$ cat config.mk
export PLATFORM = sky130hd
export DESIGN_NAME = dtr_regs
export DESIGN_NICKNAME = d
export VERILOG_FILES = /design/src/verilog/dtr_pkg.sv /design/src/verilog/dtr_regs.sv /design/src/verilog/dtr_sw_pulse.sv
export VERILOG_INCLUDE_DIRS = /design/src /design/src/verilog
export SDC_FILE = /design/constraint.sdc
export NUM_CORES = 1
export LEC_CHECK = 0
export BUFFER_PORTS_ARGS = -buffer_cell sky130_fd_sc_hd__buf_2
export CAP_MARGIN = 10
export CORE_ASPECT_RATIO = 1.4
export CORE_MARGIN = 2
export CORE_UTILIZATION = 53
export CTS_BUF_LIST = sky130_fd_sc_hd__clkbuf_8
export CTS_CLUSTER_SIZE = 16
export DETAILED_ROUTE_END_ITERATION = 10
export PLACE_DENSITY = 0.81
export REMOVE_ABC_BUFFERS = 1
export SLEW_MARGIN = 20
export SYNTH_ARGS = -nofsm -noshare
export SYNTH_HDL_FRONTEND = slang
export SYNTH_HIERARCHICAL = 1
export SYNTH_SLANG_ARGS = --single-unit
$ cat constraint.sdc
create_clock -name sys_clk -period 2.8 [get_ports sys_clk]
set_clock_uncertainty 0.05 [all_clocks]
set_input_delay 0.56 -clock sys_clk [delete_from_list [all_inputs] [get_ports sys_clk]]
set_output_delay 0.56 -clock sys_clk [all_outputs]
set_load 0.05 [all_outputs]
$ cat src/verilog/dtr_defines.svh
// offsets, field positions, reset values and timing counts for the
// diagnostic and test register bank; included by the design files
`ifndef DTR_DEFINES_SVH
`define DTR_DEFINES_SVH
`define DTR_OFS_TEST_SIGNAL_SELECT 16'h9872
`define DTR_OFS_DELAY 16'hA072
`define DTR_OFS_TEST 16'hA872
`define DTR_BIT_REFMAS 11
`define DTR_BIT_AUTO 10
`define DTR_BIT_UNUSED 9
`define DTR_BIT_CLKSW 8
`define DTR_BIT_FAMILY 7
`define DTR_BIT_LEVEL 6
`define DTR_BIT_HOLD 7
`define DTR_BIT_FREEZE 6
`define DTR_BIT_PLD 2
`define DTR_BIT_FIRST_ACCESS_PAGE_INHIBIT 1
`define DTR_BIT_LVL 0
`define DTR_TEST_RW_MASK 16'h03FF
`define DTR_RST_TEST_SIGNAL_SELECT_CTL 6'h00
`define DTR_RST_DELAY 6'h00
`define DTR_SEL_NORMAL 6'h00
`define DTR_SEL_SPK_OFF 6'h01
`define DTR_EXTENDED_REV 3'h7
// clock rate and pulse times
`define DTR_CLK_HZ 25000000
`define DTR_SHORT_US 1
`define DTR_LONG_MS 1
`define DTR_PROC_CLKS 16
`define DTR_SHORT_CYC ((`DTR_CLK_HZ / 1000000) * `DTR_SHORT_US)
`define DTR_LONG_CYC ((`DTR_CLK_HZ / 1000) * `DTR_LONG_MS)
`endif

$ cat src/verilog/dtr_pkg.sv
// types shared by the diagnostic and test register bank
// assumes dtr_defines.svh supplies the numeric constants
package dtr_pkg;
	typedef enum logic [1:0] {
		DTR_PW_IDLE,
		DTR_PW_TIME,
		DTR_PW_PROC
	} dtr_pw_state_t;
endpackage

$ cat src/verilog/dtr_regs.sv
// diagnostic register, delay line diagnostic and test enable registers,
// plus the all-outputs-tristate mode
// assumes a synchronous I/O port bus on sys_clk; pins from outside are
// synchronised here
`timescale 1ns/10ps
`include "dtr_defines.svh"
// Function
// RL1 - bus master and both strobes held in reset float every output
// RL2 - float persists after reset release while all three stay held
// RL3 - reset with any of the three released restores output drive
// RL4 - top three bits return mask revision; seven means read extended fields
// RL5 - bit 11 enables bus master refresh support, reset zero
// RL6 - without auto tracking, gate is alternate control OR keyboard gate
// RL7 - with auto tracking, alternate gate bit follows keyboard gate
// RL8 - output-port read data substitutes auto tracking bit for gate status
// RL9 - gate state appears as power-control output six
// RL10 - clock switch pulse 1 us plus 16 processor clocks, or 1 ms
// RL11 - processor family sampled at power up, read-only bit 7
// RL12 - bit 6 shows selected test signal; 0 normal, 1 speaker off
// RL13 - bit 9 has no function; writes ignored
// RL14 - strength follows delay count unless strength hold set
// RL15 - delay line steps one element per refresh cycle normally
// RL16 - freeze stops calibration; delay count writable only while frozen
// RL17 - delay count sets output buffer strength
// RL18 - test enable upper six read-only, lower ten writable, reset clear
// RL19 - pulldown enable acts during processor or full power down
// RL20 - first access page inhibit forces page miss cycles
// RL21 - level trigger permit gates the edge or level select bit
// RL22 - reserved select codes behave like normal speaker operation
module dtr_regs
	import dtr_pkg::*;
#(
	parameter logic [2:0] MASK_REV = 3'h1, // arbitrary value
	parameter logic [3:0] SEC_REV = 4'h5, // arbitrary value
	parameter logic [15:0] LONG_CYC = 16'(`DTR_LONG_CYC)
) (
	// clock, reset, enable
	input wire logic sys_clk,
	input wire logic rst,
	input wire logic clk_en,
	// pins sampled from outside
	input wire logic power_on_reset_in,
	input wire logic master_n,
	input wire logic memr_n,
	input wire logic memw_n,
	input wire logic processor_family_pin,
	// I/O port register access
	input wire logic [15:0] io_addr,
	input wire logic io_wr,
	input wire logic io_rd,
	input wire logic [15:0] io_wdata,
	output logic [15:0] io_rdata,
	// system hooks
	input wire logic kbd_gate,
	input wire logic kbd_output_port_read,
	input wire logic [7:0] kbd_port_data,
	output logic [7:0] kbd_port_rdata,
	input wire logic [63:0] test_signals,
	input wire logic speaker_in,
	input wire logic refresh_cycle,
	input wire logic delay_tap_early,
	input wire logic proc_clk_tick,
	input wire logic clock_switch_req,
	input wire logic power_down,
	input wire logic page_hit,
	input wire logic edge_level_select,
	output logic outputs_float,
	output logic gate_a20,
	output logic alternate_gate_control,
	output logic power_control_io6,
	output logic master_refresh_support,
	output logic clock_switch_reset,
	output logic speaker_out,
	output logic test_signal_select_out,
	output logic [5:0] buffer_strength,
	output logic pulldowns_on,
	output logic first_access_page,
	output logic irq_level_mode
);
	// pin synchronisers: first stage feeds only the second
	logic [4:0] sync1_ff, sync2_ff;
	logic por_s, master_s, memr_s, memw_s, family_s;
	always_ff @(posedge sys_clk) begin
		if (rst) begin
			sync1_ff <= 5'h00;
			sync2_ff <= 5'h00;
		end else if (clk_en) begin
			sync1_ff <= {power_on_reset_in, ~master_n, ~memr_n, ~memw_n,
				processor_family_pin};
			sync2_ff <= sync1_ff;
		end
	end
	assign {por_s, master_s, memr_s, memw_s, family_s} = sync2_ff;

	function automatic logic hit(input logic [15:0] a, input logic [15:0] o);
		hit = (a == o);
	endfunction

	// diagnostic word built by field position; bits 12 and 9 read 0
	function automatic logic [15:0] test_signal_select_word(input logic refmas,
		input logic auto_trk, input logic clksw, input logic family,
		input logic level, input logic [5:0] sel);
		logic [15:0] w;
		w = 16'h0000;
		w[15:13] = MASK_REV;
		w[`DTR_BIT_REFMAS] = refmas;
		w[`DTR_BIT_AUTO] = auto_trk;
		w[`DTR_BIT_UNUSED] = 1'b0;
		w[`DTR_BIT_CLKSW] = clksw;
		w[`DTR_BIT_FAMILY] = family;
		w[`DTR_BIT_LEVEL] = level;
		w[5:0] = sel;
		test_signal_select_word = w;
	endfunction

	// delay word: upper byte has no storage and reads 0
	function automatic logic [15:0] delay_word(input logic hold,
		input logic freeze, input logic [5:0] count);
		logic [15:0] w;
		w = 16'h0000;
		w[`DTR_BIT_HOLD] = hold;
		w[`DTR_BIT_FREEZE] = freeze;
		w[5:0] = count;
		delay_word = w;
	endfunction

	// register state
	logic float_ff, nxt_float;
	logic family_ff, nxt_family;
	logic refmas_ff, nxt_refmas;
	logic auto_ff, nxt_auto;
	logic clksw_ff, nxt_clksw;
	logic [5:0] sel_ff, nxt_sel;
	logic hold_ff, nxt_hold;
	logic freeze_ff, nxt_freeze;
	logic [5:0] delay_ff, nxt_delay;
	logic [5:0] strength_ff, nxt_strength;
	logic [9:0] test_ff, nxt_test;
	logic altg_ff, nxt_altg;
	logic [15:0] rdata_ff, nxt_rdata;
	logic [7:0] kbd_ff, nxt_kbd;
	logic gate_ff, nxt_gate;
	logic level_ff, nxt_level;
	logic spk_ff, nxt_spk;
	logic test_signal_select_ff, nxt_test_signal_select;
	logic pld_ff, nxt_pld;
	logic fap_ff, nxt_fap;
	logic irq_ff, nxt_irq;
	logic wr_test_signal_select, wr_delay, wr_test, pulse;
	logic gate_now, sel_level;

	assign wr_test_signal_select = io_wr && hit(io_addr, `DTR_OFS_TEST_SIGNAL_SELECT);
	assign wr_delay = io_wr && hit(io_addr, `DTR_OFS_DELAY);
	assign wr_test = io_wr && hit(io_addr, `DTR_OFS_TEST);

	always_comb begin
		nxt_float = float_ff;
		if (por_s) begin
			nxt_float = master_s && memr_s && memw_s; // RL1 RL3
		end
		// outside reset the mode stays; release of a strobe does not end it
		// RL2
		nxt_family = family_ff;
		if (por_s) begin
			nxt_family = family_s; // RL11
		end
		nxt_refmas = refmas_ff;
		nxt_auto = auto_ff;
		nxt_clksw = clksw_ff;
		nxt_sel = sel_ff;
		if (wr_test_signal_select) begin
			nxt_refmas = io_wdata[`DTR_BIT_REFMAS]; // RL5
			nxt_auto = io_wdata[`DTR_BIT_AUTO];
			nxt_clksw = io_wdata[`DTR_BIT_CLKSW];
			nxt_sel = io_wdata[5:0]; // RL13
		end
		nxt_hold = hold_ff;
		nxt_freeze = freeze_ff;
		nxt_delay = delay_ff;
		if (!freeze_ff && refresh_cycle) begin
			// self-tuning: one element per refresh toward the early tap
			if (delay_tap_early && delay_ff != 6'h3F) begin
				nxt_delay = delay_ff + 6'h01; // RL15
			end else if (!delay_tap_early && delay_ff != 6'h00) begin
				nxt_delay = delay_ff - 6'h01; // RL15
			end
		end
		if (wr_delay) begin
			nxt_hold = io_wdata[`DTR_BIT_HOLD];
			nxt_freeze = io_wdata[`DTR_BIT_FREEZE];
			if (freeze_ff) begin
				nxt_delay = io_wdata[5:0]; // RL16
			end
		end
		nxt_strength = hold_ff ? strength_ff : delay_ff; // RL14 RL17
		nxt_test = test_ff;
		if (wr_test) begin
			nxt_test = 10'(io_wdata & `DTR_TEST_RW_MASK); // RL18
		end
		nxt_altg = altg_ff;
		if (auto_ff) begin
			nxt_altg = kbd_gate; // RL7
		end
		gate_now = altg_ff | kbd_gate; // RL6
		nxt_gate = gate_now;
		sel_level = test_signals[sel_ff];
		nxt_level = sel_level; // RL12
		nxt_spk = speaker_in;
		nxt_test_signal_select = 1'b0;
		case (sel_ff)
			`DTR_SEL_NORMAL: nxt_spk = speaker_in; // RL12
			`DTR_SEL_SPK_OFF: nxt_spk = 1'b0; // RL12
			// reserved codes leave the system untouched
			default: nxt_spk = speaker_in; // RL22
		endcase
		nxt_pld = test_ff[`DTR_BIT_PLD] && power_down; // RL19
		nxt_fap = page_hit && !test_ff[`DTR_BIT_FIRST_ACCESS_PAGE_INHIBIT]; // RL20
		nxt_irq = test_ff[`DTR_BIT_LVL] && edge_level_select; // RL21
		nxt_kbd = kbd_port_data;
		if (kbd_output_port_read) begin
			nxt_kbd[1] = auto_ff; // RL8
		end
		nxt_rdata = 16'h0000;
		if (io_rd) begin
			if (hit(io_addr, `DTR_OFS_TEST_SIGNAL_SELECT)) begin
				nxt_rdata = test_signal_select_word(refmas_ff, auto_ff, clksw_ff,
					family_ff, level_ff, sel_ff); // RL4
			end else if (hit(io_addr, `DTR_OFS_DELAY)) begin
				nxt_rdata = delay_word(hold_ff, freeze_ff, delay_ff);
			end else if (hit(io_addr, `DTR_OFS_TEST)) begin
				nxt_rdata = {SEC_REV, 2'b00, test_ff}; // RL4 RL18
			end
		end
	end

	always_ff @(posedge sys_clk) begin
		if (rst) begin
			float_ff <= 1'b0;
			family_ff <= 1'b0;
			refmas_ff <= 1'b0;
			auto_ff <= 1'b0;
			clksw_ff <= 1'b0;
			sel_ff <= `DTR_RST_TEST_SIGNAL_SELECT_CTL;
			hold_ff <= 1'b0;
			freeze_ff <= 1'b0;
			delay_ff <= `DTR_RST_DELAY;
			strength_ff <= `DTR_RST_DELAY;
			test_ff <= 10'h000;
			altg_ff <= 1'b0;
			rdata_ff <= 16'h0000;
			kbd_ff <= 8'h00;
			gate_ff <= 1'b0;
			level_ff <= 1'b0;
			spk_ff <= 1'b0;
			test_signal_select_ff <= 1'b0;
			pld_ff <= 1'b0;
			fap_ff <= 1'b0;
			irq_ff <= 1'b0;
		end else if (clk_en) begin
			float_ff <= nxt_float;
			family_ff <= nxt_family;
			refmas_ff <= nxt_refmas;
			auto_ff <= nxt_auto;
			clksw_ff <= nxt_clksw;
			sel_ff <= nxt_sel;
			hold_ff <= nxt_hold;
			freeze_ff <= nxt_freeze;
			delay_ff <= nxt_delay;
			strength_ff <= nxt_strength;
			test_ff <= nxt_test;
			altg_ff <= nxt_altg;
			rdata_ff <= nxt_rdata;
			kbd_ff <= nxt_kbd;
			gate_ff <= nxt_gate;
			level_ff <= nxt_level;
			spk_ff <= nxt_spk;
			test_signal_select_ff <= nxt_test_signal_select;
			pld_ff <= nxt_pld;
			fap_ff <= nxt_fap;
			irq_ff <= nxt_irq;
		end
	end

	dtr_sw_pulse #(
		.LONG_CYC(LONG_CYC)
	) u_pulse (
		.sys_clk(sys_clk),
		.rst(rst),
		.clk_en(clk_en),
		.start(clock_switch_req),
		.long_width(clksw_ff), // RL10
		.proc_clk_tick(proc_clk_tick),
		.pulse_out(pulse)
	);

	assign outputs_float = float_ff;
	assign gate_a20 = gate_ff;
	assign power_control_io6 = gate_ff; // RL9
	assign alternate_gate_control = altg_ff;
	assign master_refresh_support = refmas_ff;
	assign clock_switch_reset = pulse;
	assign speaker_out = spk_ff;
	assign test_signal_select_out = test_signal_select_ff;
	assign buffer_strength = strength_ff;
	assign pulldowns_on = pld_ff;
	assign first_access_page = fap_ff;
	assign irq_level_mode = irq_ff;
	assign io_rdata = rdata_ff;
	assign kbd_port_rdata = kbd_ff;
endmodule

$ cat src/verilog/dtr_sw_pulse.sv
// clock-switch reset pulse generator
// assumes proc_clk_tick is a one-cycle pulse per processor clock, same domain
`timescale 1ns/10ps
`include "dtr_defines.svh"
module dtr_sw_pulse
	import dtr_pkg::*;
#(
	parameter logic [15:0] LONG_CYC = 16'(`DTR_LONG_CYC)
) (
	// clock and reset
	input wire logic sys_clk,
	input wire logic rst,
	input wire logic clk_en,
	// control
	input wire logic start,
	input wire logic long_width,
	input wire logic proc_clk_tick,
	// pulse
	output logic pulse_out
);
	dtr_pw_state_t state_ff, nxt_state;
	logic [15:0] cnt_ff, nxt_cnt;
	logic pulse_ff, nxt_pulse;

	assign pulse_out = pulse_ff;

	always_comb begin
		nxt_state = state_ff;
		nxt_cnt = cnt_ff;
		nxt_pulse = pulse_ff;
		case (state_ff)
			DTR_PW_IDLE: begin
				if (start) begin
					nxt_state = DTR_PW_TIME;
					nxt_pulse = 1'b1;
					nxt_cnt = long_width ? LONG_CYC - 16'h0001 :
						16'(`DTR_SHORT_CYC) - 16'h0001;
				end
			end
			DTR_PW_TIME: begin
				if (cnt_ff != 16'h0000) begin
					nxt_cnt = cnt_ff - 16'h0001;
				end else if (long_width) begin
					nxt_state = DTR_PW_IDLE;
					nxt_pulse = 1'b0;
				end else begin
					// short width adds processor clocks after the fixed time
					nxt_state = DTR_PW_PROC;
					nxt_cnt = 16'(`DTR_PROC_CLKS);
				end
			end
			DTR_PW_PROC: begin
				if (proc_clk_tick) begin
					nxt_cnt = cnt_ff - 16'h0001;
					if (cnt_ff == 16'h0001) begin
						nxt_state = DTR_PW_IDLE;
						nxt_pulse = 1'b0;
					end
				end
			end
			default: begin
				nxt_state = DTR_PW_IDLE;
				nxt_pulse = 1'b0;
			end
		endcase
	end

	always_ff @(posedge sys_clk) begin
		if (rst) begin
			state_ff <= DTR_PW_IDLE;
			cnt_ff <= 16'h0000;
			pulse_ff <= 1'b0;
		end else if (clk_en) begin
			state_ff <= nxt_state;
			cnt_ff <= nxt_cnt;
			pulse_ff <= nxt_pulse;
		end
	end
endmodule
==> out/metrics.csv <==
metric,value,unit
hold_path_class,primary input to flop,
fmax,428,MHz
ios,165,
num_rows,42,
synthFlopType,dfxtp_1,
ys_warn_count,6,
p_sw,0.000849,W
coreArea,9510,um2
internal-power,0.00208,W
grt_overflow_total,0,
clock_latency,0.36,ns
cap_violations,0,
final_antenna_net_count,0,
grt_pass1_wl,22.3,mm
hpwl,10.9,mm
synth_top_area_frac,0.356,
seq_power_share,0.479,
die_h,121,um
final_nets,850,
cts_root_buf,clkbuf_8,
synth_area_per_cell,8.97,um2
crit_buf_inv,0,
synth_edf_count,0,
drive_above_1_share,0.303,
hold_viol_final,0,
first_iter_violations,300,
rsz0062_at_grt,false,
die_x,87.9,um
synth_most_common_cell,dfxtp_1,
multi_input_comb_area,3040,um2
place.gp.congestion,0.870,
ff_latch_area,1860,um2
die-area,10700,um2
synthTopCellsByArea,"dfxtp_1 (36%), mux2i_1 (8.6%), mux4_2 (6.5%)",
yosysSeqAreaShare,0.356,
max_slew_margin,0.455,
startpoint_type,flop,
path_delay_family,flip-flops,
outcome,finished clean,
ys_ff_latch,93,
pwr-share-clk,0.312,
crit_chain,mux4_2 > a22oi_1 > a21oi_1 > a2111oi_0 > nor4_1,
diodes,0,
grt_usage,0.266,
finalPower,0.00293,W
p_leak,2.72,nW
clk_pin_slew_worst_paths,0.08,ns
post_cts_resized,0,
cellPowerDensity,470,nW/um2
cp.arrival,2.50,ns
maxSlewViolCount,0,
n_fill_cell,818,
grt_max_degree,63,
yosysTopAreaCell,dfxtp_1,
required,2.97,ns
firstDrtPassIters,5,
grt_pass1_vias,4814,
antenna_found_initial,0,
ir_worst_vdd,0.303,mV
comb_power_share,0.208,
crit_fanout,20,
htreeDepth,3,
cts_buffers,9,
setup_viol,0,
cts_hold_buf,0,
ys_types,66,
critical_path_class,flop to flop,
worst_pin_slew,0.817,ns
avgRoutedWirePerCell,17.1,um
period_needed,2.34,ns
cts_tree,built,
syn-instance-count,582,
fin_tns_setup,0,ns
crit_slowest_cell,dfxtp_1,
routed_wl,14.6,mm
p_sw_frac,0.289,
vias,5040,
cp-end-kind,flop,
ys_async_sr_fraction,0,
postCtsSetupRepairBufs,0,
synth_area,5220,um2
clock_path_buffers,2,
drc,0,
port_buffers,158,
finalCritPeriodShare,0.834,
syn_to_final_growth,19.5,%
synth_common_cells,"dfxtp_1 (93), nor2_1 (64), mux2i_1 (45), a21oi_1 (34), nand3_1 (27)",
initial_utilization,0.549,
cts.sinks,93,
critical-path-max-stage-delay,0.86,ns
viasPerCell,5.94,
==> kinds of logic after synthesis <==
family | synth area share
other cells | 0.000718
simple gates | 0.218
compound gates | 0.184
buf+inv | 0.0621
xor+xnor | 0.00168
fa+ha+maj | 0.0240
flops | 0.356
mux | 0.153
==> cell usage in the layout, fill, tap and decap left out, drive strengths merged, types with 5 or more instances in the layout <==
cell       n
buf      171
dfxtp     93
nor2      64
mux2i     45
a21oi     38
nand3     27
nand2     25
inv       21
nand2b    15
mux4      15
nand4     14
a22oi     13
o21ai     12
nor2b     10
a211oi    10
ha        10
nor4      10
o32ai      9
clkbuf     9
a31oi      9
nor3       8
a21o       6
and2       5
a2111oi    5
nand3b     5
==> worst reg2reg max path, delay by kind of cell, from the launching register on <==
kind	cells	cell delay, ns
compound gates	3	0.72
flops	1	0.86
mux	1	0.47
simple gates	1	0.10
==> power groups by stage <==
stage	registers (W)	logic, W	clock network [W]
global placement	0.00143	0.000583	0
global route	0.00141	0.000664	0.000995
floorplan	0.00148	0.000321	0
CTS	0.00141	0.000606	0.000938
detailed placement	0.00144	0.000600	0
finish	0.00141	0.000610	0.000916
==> through the flow <==
| step | cell area [um2] | hold WS, ns | util | setup WS [ns] | std cells |
|---|---|---|---|---|---|
| after detailed placement | 6050 | 0.412 | 0.636 | 0.165 | 837 |
| after global placement | 6050 | 0.401 | 0.636 | 0.195 | 837 |
| after global routing | 6240 | 0.315 | 0.656 | 0.237 | 849 |
| final | 6240 | 0.329 | 0.656 | 0.465 | 849 |
| after CTS | 6240 | 0.311 | 0.656 | 0.463 | 849 |
| after floorplan | 4980 | 0.380 | - | -0.0866 | 534 |
==> final timing paths <==
check	cells after the start	endpoint	slack [ns]	startpoint
worst min register to register	2	first_access_page$_SDFFE_PP0P_	0.42	first_access_page$_SDFFE_PP0P_
worst min-delay path	2	sync1_ff[3]$_SDFFE_PP0P_	0.33	master_n
worst max-delay path	5	level_ff$_SDFFE_PP0P_	0.46	sel_ff[2]$_SDFFE_PP0P_
worst max register to register	5	level_ff$_SDFFE_PP0P_	0.46	sel_ff[2]$_SDFFE_PP0P_
==> state kept, by name, summed over array words and instances (netlist names), 2 cells and up <==
name / cells
buffer_strength: 6
delay_ff: 6
io_rdata: 14
kbd_port_rdata: 8
sel_ff: 6
sync1_ff: 5
sync2_ff: 5
test_ff: 10
u_pulse/cnt_ff: 16
u_pulse/state_ff: 2
==> final cells by class <==
type                       count  share of cell area
clock buffer                   9              0.0198
clock inverter                 3              0.0104
inverter                      22              0.0132
multi-input combinational    419               0.487
sequential                    93               0.298
tap                          132              0.0265
timing repair buffer         171               0.145
==> per-layer routing <==
| layer | track usage | wire length (um) | vias to the layer above |
|---|---|---|---|
| li1 | - | - | 2418 |
| met1 | 0.289 | 5490 | 2380 |
| met2 | 0.503 | 7700 | 215 |
| met3 | 0.0422 | 1040 | 27 |
| met4 | 0.0942 | 324 | 0 |
| met5 | 0 | 0 | - |
(Power assumes the default switching activity.)
